<file path="src/sfh_defs.svh">
`ifndef SFH_DEFS_SVH
`define SFH_DEFS_SVH

// =====================================================================
// Flash instruction codes.
`define SFH_OP_WEN   8'h06
`define SFH_OP_WDIS  8'h04
`define SFH_OP_VWEN  8'h50
`define SFH_OP_WSR   8'h01
`define SFH_OP_RSR1  8'h05
`define SFH_OP_RSR2  8'h35
`define SFH_OP_READ  8'h03
`define SFH_OP_FAST  8'h0b
`define SFH_OP_DOUT  8'h3b
`define SFH_OP_QOUT  8'h6b
`define SFH_OP_DIO   8'hbb
`define SFH_OP_QIO   8'heb

// =====================================================================
// Register byte offsets.
`define SFH_A_CTRL   8'h00
`define SFH_A_ADDR   8'h04
`define SFH_A_WDAT   8'h08
`define SFH_A_RDAT   8'h0c
`define SFH_A_STAT   8'h10
`define SFH_A_DIV    8'h14

// =====================================================================
// Fields, reset values and clock counts.
`define SFH_KIND_MAX 4'hc
`define SFH_DIV_RST  8'h04
`define SFH_DIV_MIN  8'h03
`define SFH_CONT     2'h2
`define SFH_QE_WR    9
`define SFH_QE_RD    1
`define SFH_STAT_ERR 1
`define SFH_NCL_BYTE 6'h08
`define SFH_NCL_ADR  6'h18
`define SFH_NCL_WR16 6'h10
`define SFH_DUM_LONG 6'h08
`define SFH_DUM_QIO  6'h04
`define SFH_IDLE_OUT 4'hc
`define SFH_IDLE_OE  4'h2

`endif

</file>
<file path="src/sfh_pkg.sv">
package sfh_pkg;

    // =================================================================
    // Transfer kinds, engine states and bundled signals.
    typedef enum logic [3:0] {
        k_wen  = 4'h0, k_wdis = 4'h1, k_vwen  = 4'h2, k_wsr8 = 4'h3,
        k_wsr16 = 4'h4, k_rsr1 = 4'h5, k_rsr2 = 4'h6, k_read = 4'h7,
        k_fast = 4'h8, k_dout = 4'h9, k_qout  = 4'ha, k_dio  = 4'hb,
        k_qio  = 4'hc
    } sfh_kind_e;

    typedef enum logic [2:0] {
        s_idle = 3'h0, s_cmd = 3'h1, s_adr = 3'h2, s_mod = 3'h3,
        s_dum  = 3'h4, s_wr  = 3'h5, s_rd  = 3'h6, s_gap = 3'h7
    } sfh_state_e;

    typedef struct packed {
        logic        cyc;
        logic        stb;
        logic        we;
        logic [7:0]  adr;
        logic [3:0]  sel;
        logic [31:0] dat;
    } sfh_wb_req_s;

    typedef struct packed {
        logic       cs_n;
        logic       sck;
        logic [3:0] io_out;
        logic [3:0] io_oe_n;
    } sfh_pins_s;

endpackage : sfh_pkg

</file>
<file path="src/sfh_ctrl.sv">
`timescale 1ns/1ps
`include "sfh_defs.svh"

module sfh_ctrl (
    // System.
    input  logic                 i_clk_sys,
    input  logic                 i_srst,
    // Wishbone slave.
    input  sfh_pkg::sfh_wb_req_s i_wb,
    output logic [31:0]          o_wb_dat,
    output logic                 o_wb_ack,
    // Flash pins.
    input  logic [3:0]           i_io_in,
    output sfh_pkg::sfh_pins_s   o_pins
);

    // =================================================================
    // Decoding functions.
    function automatic logic [7:0] op_of(input sfh_pkg::sfh_kind_e k,
                                         input logic p, input logic v);
        logic [7:0] r;
        r = 8'h00;
        if (p) begin
            r = v ? `SFH_OP_VWEN : `SFH_OP_WEN;
        end else begin
            case (k)
                sfh_pkg::k_wen:   r = `SFH_OP_WEN;
                sfh_pkg::k_wdis:  r = `SFH_OP_WDIS;
                sfh_pkg::k_vwen:  r = `SFH_OP_VWEN;
                sfh_pkg::k_wsr8:  r = `SFH_OP_WSR;
                sfh_pkg::k_wsr16: r = `SFH_OP_WSR;
                sfh_pkg::k_rsr1:  r = `SFH_OP_RSR1;
                sfh_pkg::k_rsr2:  r = `SFH_OP_RSR2;
                sfh_pkg::k_read:  r = `SFH_OP_READ;
                sfh_pkg::k_fast:  r = `SFH_OP_FAST;
                sfh_pkg::k_dout:  r = `SFH_OP_DOUT;
                sfh_pkg::k_qout:  r = `SFH_OP_QOUT;
                sfh_pkg::k_dio:   r = `SFH_OP_DIO;
                sfh_pkg::k_qio:   r = `SFH_OP_QIO;
                default:          r = 8'h00;
            endcase
        end
        return r;
    endfunction : op_of

    // Lane width code: 0 one line, 1 two lines, 2 four lines.
    function automatic logic [1:0] lw_of(input sfh_pkg::sfh_state_e s,
                                         input sfh_pkg::sfh_kind_e k);
        logic [1:0] r;
        r = 2'h0;
        if (s == sfh_pkg::s_adr || s == sfh_pkg::s_mod || s == sfh_pkg::s_rd) begin
            if (k == sfh_pkg::k_dio || (s == sfh_pkg::s_rd && k == sfh_pkg::k_dout)) begin
                r = 2'h1;
            end else if (k == sfh_pkg::k_qio
                         || (s == sfh_pkg::s_rd && k == sfh_pkg::k_qout)) begin
                r = 2'h2;
            end
        end
        return r;
    endfunction : lw_of

    function automatic logic [5:0] ncl_of(input sfh_pkg::sfh_state_e s,
                                          input sfh_pkg::sfh_kind_e k,
                                          input logic [1:0] n, input logic [1:0] w);
        logic [5:0] r;
        r = 6'h01;
        unique case (s)
            sfh_pkg::s_cmd: r = `SFH_NCL_BYTE;
            sfh_pkg::s_adr: r = `SFH_NCL_ADR >> w;
            sfh_pkg::s_mod: r = `SFH_NCL_BYTE >> w;
            sfh_pkg::s_dum: r = (k == sfh_pkg::k_qio) ? `SFH_DUM_QIO : `SFH_DUM_LONG;
            sfh_pkg::s_wr:  r = (k == sfh_pkg::k_wsr16) ? `SFH_NCL_WR16 : `SFH_NCL_BYTE;
            sfh_pkg::s_rd:  r = ({1'b0, n, 3'h0} + `SFH_NCL_BYTE) >> w;
            sfh_pkg::s_idle, sfh_pkg::s_gap: r = 6'h01;
        endcase
        return r;
    endfunction : ncl_of

    function automatic sfh_pkg::sfh_state_e nxt_of(input sfh_pkg::sfh_state_e s,
                                                   input sfh_pkg::sfh_kind_e k,
                                                   input logic p);
        sfh_pkg::sfh_state_e r;
        r = sfh_pkg::s_gap;
        unique case (s)
            sfh_pkg::s_cmd: begin
                if (p || k == sfh_pkg::k_wen || k == sfh_pkg::k_wdis
                    || k == sfh_pkg::k_vwen) begin
                    r = sfh_pkg::s_gap;
                end else if (k == sfh_pkg::k_wsr8 || k == sfh_pkg::k_wsr16) begin
                    r = sfh_pkg::s_wr;
                end else if (k == sfh_pkg::k_rsr1 || k == sfh_pkg::k_rsr2) begin
                    r = sfh_pkg::s_rd;
                end else begin
                    r = sfh_pkg::s_adr;
                end
            end
            sfh_pkg::s_adr: begin
                if (k == sfh_pkg::k_dio || k == sfh_pkg::k_qio) begin
                    r = sfh_pkg::s_mod;
                end else if (k == sfh_pkg::k_read) begin
                    r = sfh_pkg::s_rd;
                end else begin
                    r = sfh_pkg::s_dum;
                end
            end
            sfh_pkg::s_mod: r = (k == sfh_pkg::k_qio) ? sfh_pkg::s_dum : sfh_pkg::s_rd;
            sfh_pkg::s_dum: r = sfh_pkg::s_rd;
            sfh_pkg::s_idle, sfh_pkg::s_wr, sfh_pkg::s_rd, sfh_pkg::s_gap: r = sfh_pkg::s_gap;
        endcase
        return r;
    endfunction : nxt_of

    // =================================================================
    // State.
    sfh_pkg::sfh_kind_e  kind;
    sfh_pkg::sfh_state_e st;
    logic                vol;
    logic                pre;
    logic                sck;
    logic                err;
    logic                cont;
    logic                qe;
    logic [1:0]          nb;
    logic [23:0]         addr;
    logic [7:0]          modeb;
    logic [7:0]          div;
    logic [7:0]          cnt;
    logic [15:0]         wdat;
    logic [31:0]         rdat;
    logic [31:0]         sh;
    logic [5:0]          bits;
    logic [3:0]          io_m;
    logic [3:0]          io_s;
    logic [5:0]          wrc;
    logic [5:0]          dmc;

    // =================================================================
    // Bus decode.
    wire        wb_go    = i_wb.cyc & i_wb.stb & ~o_wb_ack;
    wire        wb_wr    = wb_go & i_wb.we;
    wire        idle     = (st == sfh_pkg::s_idle);
    wire        sel_ctrl = (i_wb.adr == `SFH_A_CTRL);
    wire        sel_addr = (i_wb.adr == `SFH_A_ADDR);
    wire        sel_wdat = (i_wb.adr == `SFH_A_WDAT);
    wire        sel_rdat = (i_wb.adr == `SFH_A_RDAT);
    wire        sel_stat = (i_wb.adr == `SFH_A_STAT);
    wire        sel_div  = (i_wb.adr == `SFH_A_DIV);
    wire        sel_cfg  = sel_ctrl | sel_addr | sel_wdat | sel_div;
    wire sfh_pkg::sfh_kind_e new_kind = sfh_pkg::sfh_kind_e'(i_wb.dat[3:0]);
    wire        new_wsr  = (new_kind == sfh_pkg::k_wsr8) | (new_kind == sfh_pkg::k_wsr16);
    wire        new_quad = (new_kind == sfh_pkg::k_qout) | (new_kind == sfh_pkg::k_qio);
    // Quad kinds are refused while the quad enable shadow is clear; continuous mode admits only its own kind.
    wire        refuse   = (new_quad & ~qe) | (cont & (new_kind != kind))
                         | (i_wb.dat[3:0] > `SFH_KIND_MAX);
    wire        start    = wb_wr & sel_ctrl & idle & ~refuse;
    wire        bad      = wb_wr & sel_cfg & (~idle | (sel_ctrl & refuse));
    wire        err_clr  = wb_wr & sel_stat & i_wb.dat[`SFH_STAT_ERR];
    wire [31:0] rd_mux   = sel_ctrl ? {22'h0, nb, 3'h0, vol, kind}
                         : sel_addr ? {modeb, addr}
                         : sel_wdat ? {16'h0, wdat}
                         : sel_rdat ? rdat
                         : sel_stat ? {28'h0, qe, cont, err, ~idle}
                         : sel_div  ? {24'h0, div} : 32'h0;

    // =================================================================
    // Serial engine decode.
    wire        tick    = (cnt == div);
    wire        fall    = tick & sck;
    wire        rise    = tick & ~sck;
    wire [1:0]  lw      = lw_of(st, kind);
    wire [5:0]  ncl     = ncl_of(st, kind, nb, lw);
    wire        last    = fall & (bits == ncl - 6'h01);
    wire        quad_k  = (kind == sfh_pkg::k_qout) | (kind == sfh_pkg::k_qio);
    wire        drive   = (st == sfh_pkg::s_cmd) | (st == sfh_pkg::s_adr)
                        | (st == sfh_pkg::s_mod) | (st == sfh_pkg::s_wr);
    wire        hold    = (st == sfh_pkg::s_dum) | (st == sfh_pkg::s_rd);
    wire        next_cs_n = idle | (st == sfh_pkg::s_gap);
    wire sfh_pkg::sfh_state_e next_st = nxt_of(st, kind, pre);
    wire [31:0] sh_shift = (lw == 2'h2) ? {sh[27:0], 4'h0}
                         : (lw == 2'h1) ? {sh[29:0], 2'h0} : {sh[30:0], 1'b0};
    // Status bytes go out first byte first, each MSB first.
    wire [31:0] sh_load  = (next_st == sfh_pkg::s_adr) ? {addr, 8'h00}
                         : (next_st == sfh_pkg::s_mod) ? {modeb, 24'h0}
                         : (next_st == sfh_pkg::s_wr)  ? {wdat[7:0], wdat[15:8], 16'h0}
                         : 32'h0;
    wire [31:0] rd_shift = (lw == 2'h2) ? {rdat[27:0], io_s}
                         : (lw == 2'h1) ? {rdat[29:0], io_s[1:0]} : {rdat[30:0], io_s[1]};
    // Lines 2 and 3 idle high so they never act as protect or hold by accident.
    wire [3:0]  next_oe_n = drive ? ((lw == 2'h0) ? `SFH_IDLE_OE : 4'h0)
                          : hold ? {quad_k, quad_k, 2'h3} : `SFH_IDLE_OE;
    wire [3:0]  next_out  = ~drive ? `SFH_IDLE_OUT
                          : (lw == 2'h2) ? sh[31:28]
                          : (lw == 2'h1) ? {2'h3, sh[31:30]} : {3'h6, sh[31]};

    // =================================================================
    // Bus slave: one wait-free answer, ack drops after one cycle.
    always_ff @(posedge i_clk_sys) begin
        if (i_srst) begin
            o_wb_ack <= 1'b0;
            o_wb_dat <= 32'h0;
        end else begin
            o_wb_ack <= wb_go;
            o_wb_dat <= (wb_go & ~i_wb.we) ? rd_mux : o_wb_dat;
        end
    end

    // =================================================================
    // Configuration and status.
    always_ff @(posedge i_clk_sys) begin
        if (i_srst) begin
            kind  <= sfh_pkg::k_wen;
            vol   <= 1'b0;
            nb    <= 2'h0;
            addr  <= 24'h0;
            modeb <= 8'h00;
            wdat  <= 16'h0;
            div   <= `SFH_DIV_RST;
            err   <= 1'b0;
            cont  <= 1'b0;
            qe    <= 1'b0;
        end else begin
            if (start) begin
                kind <= new_kind;
                vol  <= i_wb.dat[4];
                nb   <= i_wb.dat[9:8];
            end
            if (wb_wr & idle & sel_addr) begin
                {modeb, addr} <= i_wb.dat;
            end
            if (wb_wr & idle & sel_wdat) begin
                wdat <= i_wb.dat[15:0];
            end
            if (wb_wr & idle & sel_div) begin
                div <= (i_wb.dat[7:0] < `SFH_DIV_MIN) ? `SFH_DIV_MIN : i_wb.dat[7:0];
            end
            err <= bad | (err & ~err_clr);
            if (st == sfh_pkg::s_mod && last) begin
                cont <= (modeb[5:4] == `SFH_CONT);
            end
            // The quad enable shadow follows what was written or last read back.
            if (st == sfh_pkg::s_wr && last) begin
                qe <= (kind == sfh_pkg::k_wsr16) & wdat[`SFH_QE_WR];
            end
            if (st == sfh_pkg::s_rd && last && kind == sfh_pkg::k_rsr2) begin
                qe <= rdat[`SFH_QE_RD];
            end
        end
    end

    // =================================================================
    // Serial engine. Data changes on the falling half, input is taken
    // just before the rising edge, so the divider must cover sync delay.
    always_ff @(posedge i_clk_sys) begin
        if (i_srst) begin
            st   <= sfh_pkg::s_idle;
            sck  <= 1'b0;
            bits <= 6'h0;
            cnt  <= 8'h00;
            sh   <= 32'h0;
            pre  <= 1'b0;
        end else if (start) begin
            st   <= cont ? sfh_pkg::s_adr : sfh_pkg::s_cmd;
            pre  <= new_wsr;
            sck  <= 1'b0;
            bits <= 6'h0;
            cnt  <= 8'h00;
            sh   <= cont ? {addr, 8'h00} : {op_of(new_kind, new_wsr, i_wb.dat[4]), 24'h0};
        end else if (!idle) begin
            cnt <= tick ? 8'h00 : cnt + 8'h01;
            if (st == sfh_pkg::s_gap) begin
                if (tick) begin
                    st  <= pre ? sfh_pkg::s_cmd : sfh_pkg::s_idle;
                    pre <= 1'b0;
                    sh  <= {op_of(kind, 1'b0, vol), 24'h0};
                end
            end else if (rise) begin
                sck <= 1'b1;
            end else if (fall) begin
                sck  <= 1'b0;
                bits <= last ? 6'h0 : bits + 6'h01;
                st   <= last ? next_st : st;
                sh   <= last ? sh_load : sh_shift;
            end
        end
    end

    // =================================================================
    // Input synchroniser, read capture and pin register.
    always_ff @(posedge i_clk_sys) begin
        if (i_srst) begin
            io_m <= 4'h0;
            io_s <= 4'h0;
            rdat <= 32'h0;
            o_pins <= '{1'b1, 1'b0, `SFH_IDLE_OUT, `SFH_IDLE_OE};
        end else begin
            io_m <= i_io_in;
            io_s <= io_m;
            if (start) begin
                rdat <= 32'h0;
            end else if (st == sfh_pkg::s_rd && rise) begin
                rdat <= rd_shift;
            end
            o_pins <= '{next_cs_n, sck, next_out, next_oe_n};
        end
    end

    // =================================================================
    // Checking helpers: clocks of the data write and dummy phases.
    always_ff @(posedge i_clk_sys) begin
        if (i_srst || start) begin
            wrc <= 6'h0;
            dmc <= 6'h0;
        end else begin
            wrc <= wrc + {5'h0, (st == sfh_pkg::s_wr) & rise};
            dmc <= dmc + {5'h0, (st == sfh_pkg::s_dum) & fall};
        end
    end
endmodule : sfh_ctrl

</file>
<file path="config.mk">
export PLATFORM = sky130hd
export DESIGN_NAME = sfh_ctrl
export DESIGN_NICKNAME = d
export VERILOG_FILES = /design/src/sfh_pkg.sv /design/src/sfh_ctrl.sv
export VERILOG_INCLUDE_DIRS = /design/src
export SDC_FILE = /design/constraint.sdc
export NUM_CORES = 1
export LEC_CHECK = 0
export ABC_CLOCK_PERIOD_IN_PS = 5600
export CORE_ASPECT_RATIO = 1.25
export CORE_MARGIN = 5
export CORE_UTILIZATION = 40
export CTS_CLUSTER_DIAMETER = 80
export DETAILED_ROUTE_END_ITERATION = 7
export DONT_BUFFER_PORTS = 1
export GPL_ROUTABILITY_DRIVEN = 0
export SLEW_MARGIN = 20
export SYNTH_ARGS = -nofsm -noshare
export SYNTH_HDL_FRONTEND = slang
export SYNTH_SLANG_ARGS = --single-unit
</file>
<file path="constraint.sdc">
create_clock -name i_clk_sys -period 5.6 [get_ports i_clk_sys]
set_clock_uncertainty 0.15 [all_clocks]
set_input_delay 0.56 -clock i_clk_sys [delete_from_list [all_inputs] [get_ports i_clk_sys]]
set_output_delay 0.56 -clock i_clk_sys [all_outputs]
set_load 0.005 [all_outputs]
</file>
== Yosys cells after proc, flatten, opt, wreduce, memory -nomap -nowiden ==
Memories as Yosys holds them, arrays and structs flattened. A register that Yosys moved wholly into a read port is not among the register bits.
Cells that the tools add are included.

* Input port bits: 53
* Bits in registers: 200
* Logic and storage cells: 222
* ROM bits: 256
* Memories: 2

* Bitwise operators: 48
* Order comparisons: 2
* Add/sub/neg operators: 4
* Multiplexer cells: 63
* Eq/ne operators: 39
* Reduce and logical (&&, ||, !) cells: 36
* Shift-type cells: 3

{| class="wikitable"
|+ Memories
! memory !! depth !! bits a word !! rd ports !! clocked after Yosys merged registers in !! wr ports !! RTL line !! source
|-
| (no name shown) || 16 || 8 || 1 || 0 || 0 || sfh_ctrl.sv:26 || <nowiki>case (k)</nowiki>
|-
| (no name shown) || 16 || 8 || 1 || 1 || 0 || sfh_ctrl.sv:26 ||
|}

{| class="wikitable"
|+ Operators with widths
! kind !! number
|-
| 32-bit 2-to-1 mux || 19
|-
| 6-bit one-hot mux with 7 select lines || 1
|-
| 8-bit 2-to-1 mux || 5
|-
| 3-bit 2-to-1 mux || 11
|-
| 4-bit equality test (second input constant) || 6
|-
| 4-bit 2-to-1 mux || 6
|-
| 1-bit bitwise AND || 23
|-
| 4-bit by 3-bit equality test with 1-bit output (second input constant) || 5
|-
| 8-bit by 4-bit equality test with 1-bit output (second input constant) || 2
|-
| 8-bit by 5-bit equality test with 1-bit output (second input constant) || 2
|-
| 2-bit 2-to-1 mux || 8
|-
| 3-bit equality test (second input constant) || 5
|-
| 1-bit OR || 15
|-
| 3-bit one-hot mux with 5 select lines || 1
|-
| 3-bit by 2-bit equality test with 1-bit output (second input constant) || 4
|-
| 4-bit by 2-bit equality test with 1-bit output (second input constant) || 3
|-
| 1-bit logical OR || 10
|-
| 1-bit NOT || 10
|-
| 1-bit 2-to-1 mux || 9
|-
| 8-bit by 1-bit adder with 8-bit output (second input constant) || 1
|-
| 8-bit by 3-bit equality test with 1-bit output (second input constant) || 1
|-
| 8-bit equality test || 1
|-
| 8-bit logical NOT || 1
|-
| 8-bit by 2-bit < comparator with 1-bit output (second input constant) || 1
|-
| other kinds (30) || 45
|}

== Logic depth before layout (Yosys ltp) ==
* Depth in word-level cells: 17
* Mapped depth: 16

== Worst setup path before layout ==
OpenSTA, ideal clock, no wires.

* Path type: register -> register
* Start: register st[0]
* End: register st[1]
* Period minus slack after synthesis: 3.995 ns
* Stages on the path, launching flop included: 17
* Arrival: 3.776 ns
* Slack: 1.605 ns
* Path through: dfxtp_1 buf_4 a21bo_2 a211oi_2 clkbuf_1 clkbuf_1 nand2_1 ha_1 xor2_1 nand2_1 or3_1 or3_4 a21o_1 buf_6 buf_6 a2111o_1 o21ai_1

* Longest elaborated chain between the ends: 13
* Elaborated cells between the ends (all ways): 41
* Those cells by class: add/sub: 1; eq/ne: 11; shift: 3; mux: 11; bitwise: 3; reduce/logical: 12

{| class="wikitable"
|+ RTL lines
! element !! RTL line !! source
|-
| start, declared || sfh_ctrl.sv:116 || <nowiki>sfh_pkg::sfh_state_e st;</nowiki>
|-
| start signal, assigned || sfh_ctrl.sv:255 || <nowiki>st <= sfh_pkg::s_idle;</nowiki>
|-
| start signal, assigned || sfh_ctrl.sv:262 || <nowiki>st <= cont ? sfh_pkg::s_adr : sfh_pkg::s_cmd;</nowiki>
|-
| start signal, assigned || sfh_ctrl.sv:272 || <nowiki>st <= pre ? sfh_pkg::s_cmd : sfh_pkg::s_idle;</nowiki>
|-
| 3-bit equality test || n/a ||
|-
| 1-bit logical AND || sfh_ctrl.sv:55 || <nowiki>|| (s == sfh_pkg::s_rd && k == sfh_pkg::k_qout)) begin</nowiki>
|-
| 1-bit logical OR || sfh_ctrl.sv:55 ||
|-
| 2-bit 2-to-1 mux || sfh_ctrl.sv:54 || <nowiki>end else if (k == sfh_pkg::k_qio</nowiki>
|-
| 2-bit 2-to-1 mux || sfh_ctrl.sv:52 || <nowiki>if (k == sfh_pkg::k_dio || (s == sfh_pkg::s_rd && k == sfh_pkg::k_dout)) begin</nowiki>
|-
| 2-bit 2-to-1 mux || sfh_ctrl.sv:51 || <nowiki>if (s == sfh_pkg::s_adr || s == sfh_pkg::s_mod || s == sfh_pkg::s_rd) begin</nowiki>
|-
| 6-bit by 2-bit >> shifter with 6-bit output (tied with other cells) || sfh_ctrl.sv:73 || <nowiki>sfh_pkg::s_rd: r = ({1'b0, n, 3'h0} + `SFH_NCL_BYTE) >> w;</nowiki>
|-
| 6-bit one-hot mux with 7 select lines || sfh_ctrl.sv:67 || <nowiki>unique case (s)</nowiki>
|-
| 6-bit by 1-bit subtractor with 6-bit output || sfh_ctrl.sv:172 || <nowiki>wire last = fall & (bits == ncl - 6'h01);</nowiki>
|-
| 6-bit equality test || sfh_ctrl.sv:172 ||
|-
| 1-bit bitwise AND || sfh_ctrl.sv:172 ||
|-
| 3-bit nonzero test (no source line) || n/a ||
|-
| 5-bit AND reduction (no source line) || n/a ||
|}

Several ways; a longest one is shown, not always the timed one. The select of a mux whose other input is x is not followed.
A chain may end at the register's enable or synchronous reset.

== Final worst setup path ==
* Start: register st[0]
* End: register sh[19]

* Longest elaborated chain between the ends: 17
* Elaborated cells between the ends (all ways): 50
* Those cells by class: add/sub: 1; eq/ne: 16; shift: 3; mux: 16; bitwise: 3; reduce/logical: 11

{| class="wikitable"
|+ RTL lines
! element !! RTL line !! source
|-
| 3-bit equality test || n/a ||
|-
| 1-bit logical AND || sfh_ctrl.sv:55 ||
|-
| 1-bit logical OR || sfh_ctrl.sv:55 ||
|-
| 2-bit 2-to-1 mux || sfh_ctrl.sv:54 ||
|-
| 2-bit 2-to-1 mux || sfh_ctrl.sv:52 ||
|-
| 2-bit 2-to-1 mux || sfh_ctrl.sv:51 ||
|-
| 6-bit by 2-bit >> shifter with 6-bit output (tied with other cells) || sfh_ctrl.sv:73 ||
|-
| 6-bit one-hot mux with 7 select lines || sfh_ctrl.sv:67 ||
|-
| 6-bit by 1-bit subtractor with 6-bit output || sfh_ctrl.sv:172 ||
|-
| 6-bit equality test || sfh_ctrl.sv:172 ||
|-
| 1-bit bitwise AND || sfh_ctrl.sv:172 ||
|-
| 32-bit 2-to-1 mux || sfh_ctrl.sv:282 || <nowiki>sh <= last ? sh_load : sh_shift;</nowiki>
|-
| 32-bit 2-to-1 mux || sfh_ctrl.sv:278 || <nowiki>end else if (fall) begin</nowiki>
|-
| 32-bit 2-to-1 mux || sfh_ctrl.sv:276 || <nowiki>end else if (rise) begin</nowiki>
|-
| 32-bit 2-to-1 mux || sfh_ctrl.sv:270 || <nowiki>if (st == sfh_pkg::s_gap) begin</nowiki>
|-
| 32-bit 2-to-1 mux || sfh_ctrl.sv:268 || <nowiki>end else if (!idle) begin</nowiki>
|-
| 32-bit 2-to-1 mux || sfh_ctrl.sv:261 || <nowiki>end else if (start) begin</nowiki>
|-
| end signal, assigned || sfh_ctrl.sv:267 || <nowiki>sh <= cont ? {addr, 8'h00} : {op_of(new_kind, new_wsr, i_wb.dat[4]), 24'h0};</nowiki>
|-
| end signal, assigned || sfh_ctrl.sv:274 || <nowiki>sh <= {op_of(kind, 1'b0, vol), 24'h0};</nowiki>
|-
| end signal, assigned || sfh_ctrl.sv:282 ||
|-
| end, declared || sfh_ctrl.sv:130 || <nowiki>logic [31:0] sh;</nowiki>
|}

Several ways; a longest one is shown, not always the timed one. The select of a mux whose other input is x is not followed.

==> summary.txt <==
outcome - complete, no violations
relative slew slack - 29.7%
root buffer cell - clkbuf_16
Period minus WS final - 4340 ps
Fin Hold WS - 68.6 ps
WL/cell - 21.4 um
register area share after synthesis - 38.2%
CTS tree - done
CTS Buf Count - 17
Overflow after GRT - 0
RSZ-0062 raised after global routing - false
critical path launch point type - flip-flop
Hold Fails Final Rpt - 0
final setup vio count - 0
Core ar. - 25800 sq um
setup ws final - 1260 ps
top post-synthesis cells by area - dfxtp_1, a21oi_1, nand2_1, nor2_1, a22oi_1
Worst-Skew Late Latency - 450 ps
dpl cells - 1615
Worst R2R End - sh[19]
WP data arrival - 4570 ps
cts-stage hold buffer count - 0
initial antenna violation count - 0
R2R setup slack - 1260 ps
Syn Nets - 1426
final net count - 1359
# rows - 66
Synth Instances - 1361
flops & latches, synth - 199
Detailed Route Iter0 Violations - 944
Non-Filler Instances - 1646
Setup CP Type - flip-flop to flip-flop
setup TNS - 0 ps
post-DP HPWL - 25.2 mm
leading area contributor after synthesis - dfxtp_1
share of layout cells above drive strength 1 - 6.81%
GR Util All Layers - 23.7%
Via density - 6.03
Port Buffers - 0
hold depth - 1
largest net degree at the start of global routing - 144
max-cap viol count - 0
first-pass GRT wire length - 54.7 mm
# DRC - 0
Yosys cell types - 77
DP Worst Slack - 1280 ps
area grow syn2layout - 7.08%
Fmax - 230 MHz
ant diodes - 0
Reg2Reg Depth - 10
Longest Clk Path Bufs - 2
Core Util, Final - 43.2%
antenna viol nets, final - 0
vias in the first global route - 9468
drt total wl - 35.2 mm
ys flop type - dfxtp_1
number of top-level pins - 96
worst hold path class - primary input to flip-flop
die height - 191 um
Slew @ Worst Pin - 1050 ps
FFs w/ async S/R, synth - 0%
Critical Path Sink Type - flip-flop
Post-CTS Resized - 0
final-report max-slew violation count - 0
Syn. warnings - 0
Critical Path Start - st[0]
Post-Syn Area per Cell - 7.67 sq um
Leak - 3.57 nW
postcts setup bufs - 0
Mapped Area - 10400 sq um
Initial Utilization - 40.4%
Post-synth EDFFs - 0
top-area cell type share of the netlist area - 38.2%
crit-path max FO - 22
Final period util - 77.6%
power per standard cell area - 243 nW/um^2
Req. time, crit path - 5830 ps
vias - 9925
FF-to-FF Start - st[0]
die area - 29400 sq um
CP endpoint - sh[19]
clk slew on worst S/H paths - 70 ps
clock sinks - 199
Max VDD drop - 0.218 mV
drt first pass iters - 8
Die W - 154 um
# H-tree levels - 4
-- cells in the mapped netlist, types with 13 or more instances --
master,n
a211oi_1,13
a21oi_1,161
a22o_1,13
a22oi_1,74
clkbuf_1,89
dfxtp_1,199
inv_1,13
nand2_1,205
nand3_1,43
nor2_1,166
nor2b_1,14
nor3_1,38
o21ai_0,55
o21ai_1,16
xnor2_1,14
xor2_1,21
-- kinds of logic (layout without fill, tap and decap cells) --
| kind of cell | Yosys count | after routing | share of synthesized area [%] |
|---|---|---|---|
| fa+ha+maj | 12 | 12 | 1.44 |
| mux | 24 | 24 | 2.91 |
| xor+xnor | 36 | 36 | 3.09 |
| simple gates | 557 | 557 | 24.3 |
| compound gates | 413 | 413 | 25.4 |
| buf+inv | 120 | 65 | 4.73 |
| flops | 199 | 199 | 38.2 |
-- critical path: stages, from the launching register on --
cell	delay, ps
dfxtp_1	800
or3_1	510
nand2_1	240
or3_1	470
a2111oi_4	410
xnor2_1	120
or3_4	420
a21o_1	390
buf_4	310
mux2_1	320
o21ai_1	120
-- layout make-up --
class,count,area [sq um]
Inverter,13,48.8
Sequential cell,199,3980
Timing Repair Buffer,21,158
Clock buffer,21,460
Tap cell,340,425
Multi-Input combinational cell,1042,6010
Fill cell,2630,14700
Clock inverter,10,95.1
-- metrics by stage --
stage | area [sq um] | total power [mW]
detailed placement | 10600 | 1.55
global route | 11200 | 2.80
CTS | 11200 | 2.73
finish | 11200 | 2.71
global placement | 10600 | 1.55
floorplan | 10400 | 1.55
-- power by group --
part           internal (mW)  switching (mW)  leakage [nW]
Combinational         0.0319          0.0591          1.70
Sequential              1.42         0.00826          1.61
Clock                  0.636           0.555         0.270
-- how the worst min path moves through the flow --
stage | start | to | slack (ps)
5_1_grt | i_srst | o_pins[0] | 50
2_1_floorplan | io_m[0] | io_s[0] | 260
6_report | i_srst | o_pins[0] | 70
3_3_place_gp | io_m[1] | io_s[1] | 270
4_1_cts | i_srst | o_pins[0] | 40
3_5_place_dp | io_m[1] | io_s[1] | 270
-- flip-flops by register name, indices dropped and copies added (netlist names), 2 cells and up, named ones only --
name,count
o_wb_dat,32
rdat,32
addr,24
sh,24
wdat,16
o_pins,9
cnt,8
div,8
modeb,8
bits,6
io_m,4
io_s,4
kind,4
st,3
nb,2
-- layer usage --
layer | share of wire, % | routed length, um | global-route usage, %
met1 | 39 | 13700 | 27.9
met2 | 49 | 17200 | 39.9
met3 | 6.9 | 2440 | 4.79
met4 | 5.6 | 1960 | 13.7
met5 | 0 | 0 | 0
-- cells in the final DEF, fill, tap and decap left out, types with 14 or more instances in the layout --
cell type,synthesis,final
nand2_1,205,205
dfxtp_1,199,199
nor2_1,166,165
a21oi_1,161,160
a22oi_1,74,74
o21ai_0,55,55
nand3_1,43,43
nor3_1,38,37
xor2_1,21,21
buf_4,5,21
clkbuf_16,0,17
o21ai_1,16,16
nor2b_1,14,14
xnor2_1,14,14
No activity file was read; power rests on OpenSTA's default activity.
